`config.mk`:
```
export PLATFORM = sky130hd
export DESIGN_NAME = swt_exec_ctrl
export DESIGN_NICKNAME = d
export VERILOG_FILES = /design/src/rtl/swt_cond_eval.v /design/src/rtl/swt_exec_ctrl.v
export VERILOG_INCLUDE_DIRS = /design/src /design/src/rtl
export SDC_FILE = /design/constraint.sdc
export NUM_CORES = 1
export LEC_CHECK = 0
export BUFFER_PORTS_ARGS = -buffer_cell sky130_fd_sc_hd__buf_4
export CAP_MARGIN = 30
export CORE_MARGIN = 8
export CORE_UTILIZATION = 54
export DETAILED_ROUTE_END_ITERATION = 8
export GPL_TIMING_DRIVEN = 0
export PLACE_DENSITY = 0.85
export SETUP_SLACK_MARGIN = 0.1
export SYNTH_ARGS = -nofsm -noshare
export SYNTH_HDL_FRONTEND = slang
export SYNTH_SLANG_ARGS = --single-unit
```
`constraint.sdc`:
```
create_clock -name clock -period 10.27 [get_ports clock]
set_clock_uncertainty 0.15 [all_clocks]
set_input_delay 2.054 -clock clock [delete_from_list [all_inputs] [get_ports clock]]
set_output_delay 2.054 -clock clock [all_outputs]
set_load 0.05 [all_outputs]
```
`src/rtl/swt_regs.vh`:
```
// Constants for the status word transfer and program counter write control block.
// Assumes the includer is a Verilog-2005 design file or a SystemVerilog sim file, clocked at 250 MHz.
`ifndef SWT_REGS_VH
`define SWT_REGS_VH

// Status word field positions.
`define SWT_FLAG_N      31
`define SWT_FLAG_Z      30
`define SWT_FLAG_C      29
`define SWT_FLAG_V      28
`define SWT_IRQ_DIS     7
`define SWT_FIQ_DIS     6
`define SWT_MODE_HI     4
`define SWT_MODE_LO     0

// Bits that hold state; all others are reserved and read as zero.
`define SWT_IMPL_MASK   32'hF000_00DF
`define SWT_FLAG_MASK   32'hF000_0000
`define SWT_RESET_WORD  32'h0000_00D3

// Processor mode encodings.
`define SWT_MODE_USR    5'h10
`define SWT_MODE_FIQ    5'h11
`define SWT_MODE_IRQ    5'h12
`define SWT_MODE_SVC    5'h13
`define SWT_MODE_ABT    5'h17
`define SWT_MODE_UND    5'h1B

// Compare-class opcodes.
`define SWT_OP_TEST     4'h8
`define SWT_OP_TEQV     4'h9
`define SWT_OP_CMP      4'hA
`define SWT_OP_CMPN     4'hB

// Program counter read offsets.
`define SWT_PC_OFS_IMM  32'h0000_0008
`define SWT_PC_OFS_REG  32'h0000_000C

// Cycle counts per instruction class.
`define SWT_FETCH_NORM  2'h1
`define SWT_FETCH_PCW   2'h3
`define SWT_FETCH_XFER  2'h1

`endif

```
`src/rtl/swt_cond_eval.v`:
```
// Condition field evaluator against the current flags.
// Assumes flags arrive in N,Z,C,V order from the current status word.
module swt_cond_eval (
  // Inputs
  input  wire [3:0] condField,
  input  wire [3:0] flagsNzcv,
  // Result
  output reg        condPass
);
  wire n = flagsNzcv[3];
  wire z = flagsNzcv[2];
  wire c = flagsNzcv[1];
  wire v = flagsNzcv[0];

  always @* begin
    case (condField)
      4'h0: condPass = z;
      4'h1: condPass = ~z;
      4'h2: condPass = c;
      4'h3: condPass = ~c;
      4'h4: condPass = n;
      4'h5: condPass = ~n;
      4'h6: condPass = v;
      4'h7: condPass = ~v;
      4'h8: condPass = c & ~z;
      4'h9: condPass = ~c | z;
      4'hA: condPass = (n == v);
      4'hB: condPass = (n != v);
      4'hC: condPass = ~z & (n == v);
      4'hD: condPass = z | (n != v);
      4'hE: condPass = 1'b1;
      default: condPass = 1'b0;
    endcase
  end
endmodule

```
`src/rtl/swt_exec_ctrl.v`:
```
// Execute-stage control for data processing writes to the program counter and
// for status word transfers between general registers and the status registers.
// Assumes an upstream decoder presents one instruction per issue pulse together
// with its ALU result, ALU flags and the source register value, all on clock.
// Summary of operation
// [RL1] Non-PC destination may update condition flags from ALU flag outputs.
// [RL2] PC destination without flag-set writes PC, status word unchanged.
// [RL3] PC destination with flag-set writes PC and restores saved word atomically.
// [RL4] User code must not write PC with flag-set set.
// [RL5] PC operand reads instruction address plus 8, or plus 12 with register shift.
// [RL6] Test, test-equivalence, compare, compare-negative never write a destination.
// [RL7] Legacy restore form copies saved word when privileged, nothing in user mode.
// [RL8] Cycles: 1 fetch, +1 internal for register shift, 3 fetches on PC write.
// [RL9] Status transfers decode from compare-class opcodes with flag-set clear.
// [RL10] Status read copies current or saved word; write copies register into one.
// [RL11] Flags-only write moves operand top four bits, control bits unchanged.
// [RL12] User mode writes change flags only; privileged writes whole current word.
// [RL13] Saved word chosen by mode at execution; one per privileged mode.
// [RL14] Software must not touch a saved word from user mode.
// [RL15] Only eleven status bits exist; all others reserved.
// [RL16] Software preserves reserved bits with read-modify-write.
// [RL17] Flags-only operand bits 31..28 map to N, Z, C, V.
// [RL18] Status transfers take exactly one fetch, no internal cycles.
// [RL19] Status transfer executes only when its condition passes.
// [RL20] Opcodes 1000..1011 are test, test-equivalence, compare, compare-negative.
// [RL21] Interrupt disables at bits 7 and 6, mode at bits 4 to 0.
`include "swt_regs.vh"

module swt_exec_ctrl (
  // Clock and reset
  input  wire        clock,
  input  wire        rstn,
  // Instruction issue
  input  wire        issueValid,
  input  wire [3:0]  condField,
  input  wire [3:0]  opcode,
  input  wire        setFlags,
  input  wire        destIsPc,
  input  wire        regShift,
  input  wire        legacyRestore,
  input  wire        xferIsWrite,
  input  wire        xferSaved,
  input  wire        xferFlagsOnly,
  input  wire        xferImmediate,
  // Operands and ALU results
  input  wire [31:0] instrAddr,
  input  wire [31:0] xferOperand,
  input  wire [31:0] aluResult,
  input  wire [3:0]  aluFlags,
  // Results
  output reg  [31:0] pcOperand_q,
  output reg         pcWrite_q,
  output reg  [31:0] pcValue_q,
  output reg         regWrite_q,
  output reg  [31:0] regWriteData_q,
  output reg  [31:0] currentStatus_q,
  output reg  [31:0] savedStatus_q,
  output reg         busy_q,
  output reg  [1:0]  fetchCount_q,
  output reg         internalCycle_q,
  output reg         userPcRestore_q
);

  // Saved words: fast irq, irq, supervisor, abort, undefined.
  localparam SLOT_NONE = 3'h7;
  reg [31:0] savedBank_q [0:4];

  // Maps a mode to its saved status slot; user and unknown modes have none.
  function [2:0] slotOf;
    input [4:0] mode;
    begin
      case (mode)
        `SWT_MODE_FIQ: slotOf = 3'h0;
        `SWT_MODE_IRQ: slotOf = 3'h1;
        `SWT_MODE_SVC: slotOf = 3'h2;
        `SWT_MODE_ABT: slotOf = 3'h3;
        `SWT_MODE_UND: slotOf = 3'h4;
        default:       slotOf = SLOT_NONE;
      endcase
    end
  endfunction

  // Sequencer states.
  localparam ST_IDLE = 2'h0;
  localparam ST_BUSY = 2'h1;
  reg [1:0] state_q;
  reg [1:0] state_d;
  reg [2:0] cyclesLeft_q;
  reg [2:0] cyclesLeft_d;

  wire [4:0]  curMode  = currentStatus_q[`SWT_MODE_HI:`SWT_MODE_LO];
  wire        isUser   = (curMode == `SWT_MODE_USR);
  wire [2:0]  curSlot  = slotOf(curMode);
  wire        hasSaved = (curSlot != SLOT_NONE);
  wire [31:0] savedNow = hasSaved ? savedBank_q[curSlot] : 32'h0000_0000; // [RL13]

  wire condOk;
  swt_cond_eval uCond (
    .condField (condField),
    .flagsNzcv (currentStatus_q[`SWT_FLAG_N:`SWT_FLAG_V]),
    .condPass  (condOk)
  );

  wire isCmpClass = (opcode == `SWT_OP_TEST) | (opcode == `SWT_OP_TEQV) |
                    (opcode == `SWT_OP_CMP)  | (opcode == `SWT_OP_CMPN); // [RL20]
  wire isXfer     = isCmpClass & ~setFlags; // [RL9]
  wire accept     = issueValid & (state_q == ST_IDLE);
  wire exec       = accept & condOk; // [RL19]

  // Status word writes computed for this cycle.
  reg [31:0] curNext;
  reg [31:0] savNext;
  reg        savWe;
  reg        pcWe;
  reg        rWe;
  reg [31:0] rData;
  reg [1:0]  fetches;
  reg        intCyc;
  reg        userRestore;
  reg [31:0] xferMask;

  always @* begin
    curNext     = currentStatus_q;
    savNext     = savedNow;
    savWe       = 1'b0;
    pcWe        = 1'b0;
    rWe         = 1'b0;
    rData       = 32'h0000_0000;
    fetches     = `SWT_FETCH_NORM;
    intCyc      = 1'b0;
    userRestore = 1'b0;
    xferMask    = 32'h0000_0000;
    if (exec) begin
      if (isXfer) begin
        fetches = `SWT_FETCH_XFER; // [RL18]
        if (!xferIsWrite) begin
          rWe   = 1'b1; // [RL10]
          rData = xferSaved ? savedNow : currentStatus_q;
        end else begin
          // Flag writes and user-mode writes touch only bits 31..28.
          if (xferFlagsOnly || xferImmediate || (isUser && !xferSaved)) begin
            xferMask = `SWT_FLAG_MASK; // [RL11] [RL12] [RL17]
          end else begin
            xferMask = `SWT_IMPL_MASK; // [RL12] [RL15]
          end
          if (xferSaved) begin
            savWe   = hasSaved; // [RL10] [RL13]
            savNext = (savedNow & ~xferMask) | (xferOperand & xferMask);
          end else begin
            curNext = (currentStatus_q & ~xferMask) | (xferOperand & xferMask);
          end
        end
      end else if (legacyRestore) begin
        if (!isUser && hasSaved) begin
          curNext = savedNow & `SWT_IMPL_MASK; // [RL7]
        end
      end else begin
        intCyc = regShift; // [RL8]
        if (destIsPc && !isCmpClass) begin
          pcWe    = 1'b1; // [RL2]
          fetches = `SWT_FETCH_PCW; // [RL8]
          if (setFlags) begin
            userRestore = isUser; // [RL4]
            if (hasSaved) begin
              curNext = savedNow & `SWT_IMPL_MASK; // [RL3]
            end
          end
        end else begin
          rWe   = ~isCmpClass; // [RL6]
          rData = aluResult;
          if (setFlags) begin
            curNext[`SWT_FLAG_N:`SWT_FLAG_V] = aluFlags; // [RL1]
          end
        end
      end
    end
  end

  // Multi-cycle instructions hold off the next issue until done.
  always @* begin
    state_d      = state_q;
    cyclesLeft_d = cyclesLeft_q;
    case (state_q)
      ST_IDLE: begin
        if (accept) begin
          cyclesLeft_d = {1'b0, fetches} + {2'b00, intCyc} - 3'h1; // [RL8]
          if (cyclesLeft_d != 3'h0) begin
            state_d = ST_BUSY;
          end
        end
      end
      ST_BUSY: begin
        cyclesLeft_d = cyclesLeft_q - 3'h1;
        if (cyclesLeft_q == 3'h1) begin
          state_d = ST_IDLE;
        end
      end
      default: begin
        state_d      = ST_IDLE;
        cyclesLeft_d = 3'h0;
      end
    endcase
  end

  genvar gi;
  generate
    for (gi = 0; gi < 5; gi = gi + 1) begin : gBank
      always @(posedge clock) begin
        if (!rstn) begin
          savedBank_q[gi] <= `SWT_RESET_WORD;
        end else if (savWe && curSlot == gi) begin
          savedBank_q[gi] <= savNext & `SWT_IMPL_MASK; // [RL15] [RL21]
        end
      end
    end
  endgenerate

  always @(posedge clock) begin
    if (!rstn) begin
      state_q         <= ST_IDLE;
      cyclesLeft_q    <= 3'h0;
      currentStatus_q <= `SWT_RESET_WORD;
      savedStatus_q   <= 32'h0000_0000;
      pcOperand_q     <= 32'h0000_0000;
      pcWrite_q       <= 1'b0;
      pcValue_q       <= 32'h0000_0000;
      regWrite_q      <= 1'b0;
      regWriteData_q  <= 32'h0000_0000;
      busy_q          <= 1'b0;
      fetchCount_q    <= 2'h0;
      internalCycle_q <= 1'b0;
      userPcRestore_q <= 1'b0;
    end else begin
      state_q         <= state_d;
      cyclesLeft_q    <= cyclesLeft_d;
      currentStatus_q <= curNext & `SWT_IMPL_MASK; // [RL15] [RL21]
      savedStatus_q   <= savedNow;
      // Prefetch puts the visible program counter two or three words ahead.
      pcOperand_q     <= instrAddr + (regShift ? `SWT_PC_OFS_REG : `SWT_PC_OFS_IMM); // [RL5]
      pcWrite_q       <= pcWe;
      pcValue_q       <= aluResult;
      regWrite_q      <= rWe;
      regWriteData_q  <= rData;
      busy_q          <= (state_d == ST_BUSY);
      fetchCount_q    <= accept ? fetches : 2'h0;
      internalCycle_q <= accept & intCyc;
      userPcRestore_q <= userRestore;
    end
  end

endmodule

```
**After elaboration in Yosys (flattened, before gate mapping)**

Memories as Yosys holds them, arrays and structs flattened.
Index checks and enable logic that the tools add are counted.

- Bitwise logic cells: 31
- Div/mod/pow operators: 0
- Reduce and logical (&&, ||, !) cells: 26
- Muxes and demuxes: 70
- Add/subtract/negate cells: 4
- $lt $le $gt $ge: 0
- Shift-type cells: 0
- Multiply operators: 0
- Equal/unequal tests: 39

Operators with widths:

| operator | number |
|---|---|
| two-way mux 32 bit | 20 |
| AND 32 bit | 3 |
| OR 32 bit | 2 |
| two-way mux 11 bit | 5 |
| equality test 4 bit (second input constant) | 11 |
| adder 32 x 4 -> 32 bit | 1 |
| NOT 32 bit | 1 |
| equality test 5 bit (second input constant) | 6 |
| two-way mux 1 bit | 28 |
| two-way mux 28 bit | 1 |
| equality test 4 x 3 -> 1 bit (second input constant) | 4 |
| one-hot mux 1 bit (15 select lines) | 1 |
| one-hot mux 3 bit (5 select lines) | 1 |
| two-way mux 2 bit | 7 |
| nonzero test 3 bit | 4 |
| OR 1 bit | 10 |
| NOT 1 bit | 9 |
| equality test 4 x 2 -> 1 bit (second input constant) | 2 |
| logical AND 1 bit | 8 |
| two-way mux 4 bit | 2 |
| two-way mux 8 bit | 1 |
| AND reduction 7 bit | 1 |
| AND 1 bit | 6 |
| equality test 3 x 1 -> 1 bit (second input constant) | 2 |
| other kinds (24) | 34 |

- Bits of input ports: 119
- Latch bits: 0
- Memory bits (read-only): 0
- Memory bits (writable): 55
- Memories: 1
- Register bits after elaboration: 172

Memory list:

| name | words | bits a word | rd ports | clocked after Yosys merged registers in | wr ports | line | RTL |
|---|---|---|---|---|---|---|---|
| savedBank_q | 5 | 11 | 1 | 0 | 5 | swt_exec_ctrl.v:66 | `reg [31:0] savedBank_q [0:4];` |

**Logic depth before layout (Yosys ltp)**

- Word-level depth: 17
- Depth in mapped cells: 9

**Modules after synthesis**

From an unflattened synthesis, not the netlist that was laid out.

- Cells, all modules: 830
- Area total of the unflattened synthesis: 8,220.4 sq um

By module, submodules not included:

| module | cells an instance | times used | area an instance (sq um) |
|---|---|---|---|
| swt_exec_ctrl | 802 | 1 | 8,026.4 |
| swt_cond_eval | 28 | 1 | 193.9 |

**Worst setup path before layout**

OpenSTA, ideal clock, no wires.

- Kind: input to register
- Start: input condField[3]
- End: memory savedBank_q[2][0] (netlist bit) (enable)
- Slack: 5,101 ps
- Data arrival time: 4,607 ps
- Stages: 8
- Library setup time: 412 ps
- Data required time: 9,708 ps
- Cells stage by stage: buf_6 -> and4bb_2 -> a211oi_1 -> a311oi_2 -> a311o_2 -> buf_6 -> nand2_1 -> o41ai_1

RTL lines:

| what | line | RTL |
|---|---|---|
| start, declared | swt_exec_ctrl.v:35 | `input wire [3:0] condField,` |
| end, declared | swt_exec_ctrl.v:66 |  |

==> flow_summary.ini <==
[die]
coreArea_mm2 = 0.0152
num_rows = 45
die_h_um = 141
die_w_um = 141
ios = 286
die-area_mm2 = 0.0197
start_util_pct = 55.1

[clocking]
ctsResizeCount = 0
cts-htree-levels = 4
cts_buffers = 17
cts_root_buf = clkbuf_16
clock_latency_ns = 0.45
cts_setup_buffers = 0
clock-sinks = 185
ctsHoldBuffers = 0
clk_pin_slew_worst_paths_ns = 0.07
clk_path_buf_depth = 2
cts_tree = built

[pwr]
fin_total_pwr_mw = 1.78
pwr-share-comb_pct = 19.4
p_seq_share_pct = 44.1
ir_worst_vdd_v = 0.000120
p_leak_nw = 4.67
clkPwrFrac_pct = 36.5
p_int_mw = 1.22
power_density_mw_per_mm2 = 161
swShare_pct = 31.4
p_sw_uw = 561

[flow_run]
maxCapViolations = 0

[detailed_routing]
wl_per_cell_um = 19.9
drc = 0
vias = 7419
finalWirelength_um = 26100
antenna_left = 0
via_per_inst = 5.66
drtIter0Drc = 692
drtPass1Iterations = 5

[timing]
fin_crit_sh_pct = 44.8
tightest_slew_ns = 0.942
finalSetupViolCount = 0
finalWorstSetupSlack_ns = 5.67
rsz0062_at_grt = no
fin_crit_ns = 4.60
finalMaxSlewViolations = 0
whs_ns = 0.380
tns_ns = 0
fmax_ghz = 0.217
timing_hold_violations_final = 0
slew_headroom_pct = 37.2

[yosys]
synth_edf_count = 55
yosys.area.top_type = dfxtp_1
synth-seq-cells = 185
postSynthCellCount = 826
ys.warnings.count = 0
yosysUniqueCellTypes = 77
postSynthAreaPerCell_um2 = 10.1
ys_seq_area_share_pct = 50.8
synth_area_mm2 = 0.00837
ys_top_cells_by_count = 130 x dfxtp_1, 72 x and2_1, 61 x a21oi_1
synth_top_area_share_pct = 31.1
synth_area_leaders = dfxtp_1 31%, edfxtp_1 20%, and2_1 5.4%
ys_async_sr_fraction_pct = 0
synth.most_common_cell = dfxtp_1
synth_ff_type = dfxtp_1

[global_route]
grt_max_degree = 20
grt_pass1_vias = 7362
grt_pass1_wl_um = 40000
grt_usage_pct = 26.1
antenna_found_initial = 0
gr-total-overflow = 0

[critical_path]
arrival_ns = 4.61
critical_path_class = in2reg
cp.required_ns = 10.27
worstPathCellList = buf_4, buf_4, nor3b_1, o21ai_0, a311oi_2, a311o_2, buf_6, nand2_1, o41ai_2, buf_4
endpoint_kind = flip-flop
worstPathMaxFanout = 10
critPathMostFrequentCell = buf_4
max_stage_delay_ns = 0.77
cpLargestDelayFamily = compound AO/OA/AOI/OAI gates
cp_slowest_cell = o41ai_2
cp_num_buf_inv = 4
worstSetupStartpointType = input port

[final_layout]
drive_gt1_share_pct = 31.5
diodes = 0
multi_input_area_mm2 = 0.00362
stdcell_area_mm2 = 0.0110
seq_area_mm2 = 0.00425
num-fill-cells = 1157
area_delta_synth_final_pct = 31.9
final_nets = 1232

[placed_design]
place.gp.congestion = 0.958
hpwl_um = 20200
postPlaceCellArea_mm2 = 0.0105
portBuffers = 217
pre_cts_ws_ns = 5.30

[outcome]
outcome = finished clean

[worst_hold_path]
min_path_type = reg2reg
## power by group through the flow
stage               registers (mW)  logic [mW]  clock network, mW
finish                       0.785       0.347              0.650
global route                 0.788       0.364              0.680
CTS                          0.786       0.342              0.651
detailed placement           0.802       0.341                  0
global placement             0.802       0.334                  0
floorplan                    0.876       0.154                  0
## flip-flops by register name (all words and copies together), names as in the netlist, 3 cells and up, named ones only
name / count
currentStatus_q: 4
cyclesLeft_q: 3
pcValue_q: 32
savedBank_q: 55
savedStatus_q: 11
regWriteData_q: 32
pcOperand_q: 32
## per-layer routing
layer / vias up / share of wire, % / track usage, %
met4: 0 / 3.2 / 11.5
met3: 68 / 11 / 8.43
met5: - / 0 / 0
met1: 3448 / 37 / 29.5
met2: 449 / 48 / 44.3
li1: 3454 / - / -
## per-stage QoR
stage | cells | utilization (%)
3_5_place_dp | 1278 | 68.7
3_3_place_gp | 1273 | 68.4
6_report | 1310 | 72.6
4_1_cts | 1310 | 72.6
2_1_floorplan | 868 | -
5_1_grt | 1310 | 72.6
## worst min-delay path: stages (launching register included)
cell	delay, ns
dfxtp_1	0.33
o21ai_0	0.09
nor2_1	0.08
## path summary, 6_finish.rpt
kind                                     startpoint                 to  slack, ns  cells after the start
worst max-delay path                   condField[2]  savedBank_q[2][7]       5.67                     10
worst min-delay path                cyclesLeft_q[1]    cyclesLeft_q[1]       0.38                      2
worst max register to register  currentStatus_q[28]  savedBank_q[2][7]       6.85                      9
worst min register to register      cyclesLeft_q[1]    cyclesLeft_q[1]       0.38                      2
## layout make-up
class                           instances  area share, %
Inverter                               15          0.510
Multi-Input combinational cell        576           32.8
Clock inverter                         14           1.38
Clock buffer                           18           3.98
Buffer                                 92           5.53
Timing Repair Buffer                  222           15.1
Sequential cell                       185           38.5
Tap cell                              188           2.13
## cell usage in the layout (no fill, tap or decap), drive strengths merged, types with 3 or more instances in the layout
| cell | count |
|---|---|
| clkbuf | 42 |
| nor3 | 17 |
| mux2i | 12 |
| o21ai | 42 |
| or3 | 9 |
| a22oi | 8 |
| and4 | 6 |
| buf | 290 |
| nand4 | 11 |
| nor2 | 47 |
| ha | 4 |
| xor2 | 22 |
| a21oi | 62 |
| nand2 | 32 |
| and3 | 9 |
| xnor2 | 5 |
| a222oi | 4 |
| a31oi | 6 |
| edfxtp | 55 |
| o32a | 7 |
| nand3 | 48 |
| o2bb2ai | 11 |
| o211ai | 14 |
| nand2b | 24 |
| dfxtp | 130 |
| inv | 22 |
| nor2b | 7 |
| or3b | 3 |
| conb | 43 |
| a211oi | 9 |
| a211o | 4 |
| clkinv | 6 |
| and2 | 72 |
## cell families (layout without fill, tap and decap cells)
family,after synthesis,count (layout),share of synthesized area [%]
compound gates,187,187,15.8
xor+xnor,27,27,2.91
buf+inv,107,361,7.96
mux,13,13,1.57
simple gates,301,301,20.2
other cells,1,43,0.0448
flops,185,185,50.8
fa+ha+maj,5,5,0.717
No activity file was read; power rests on OpenSTA's default activity.
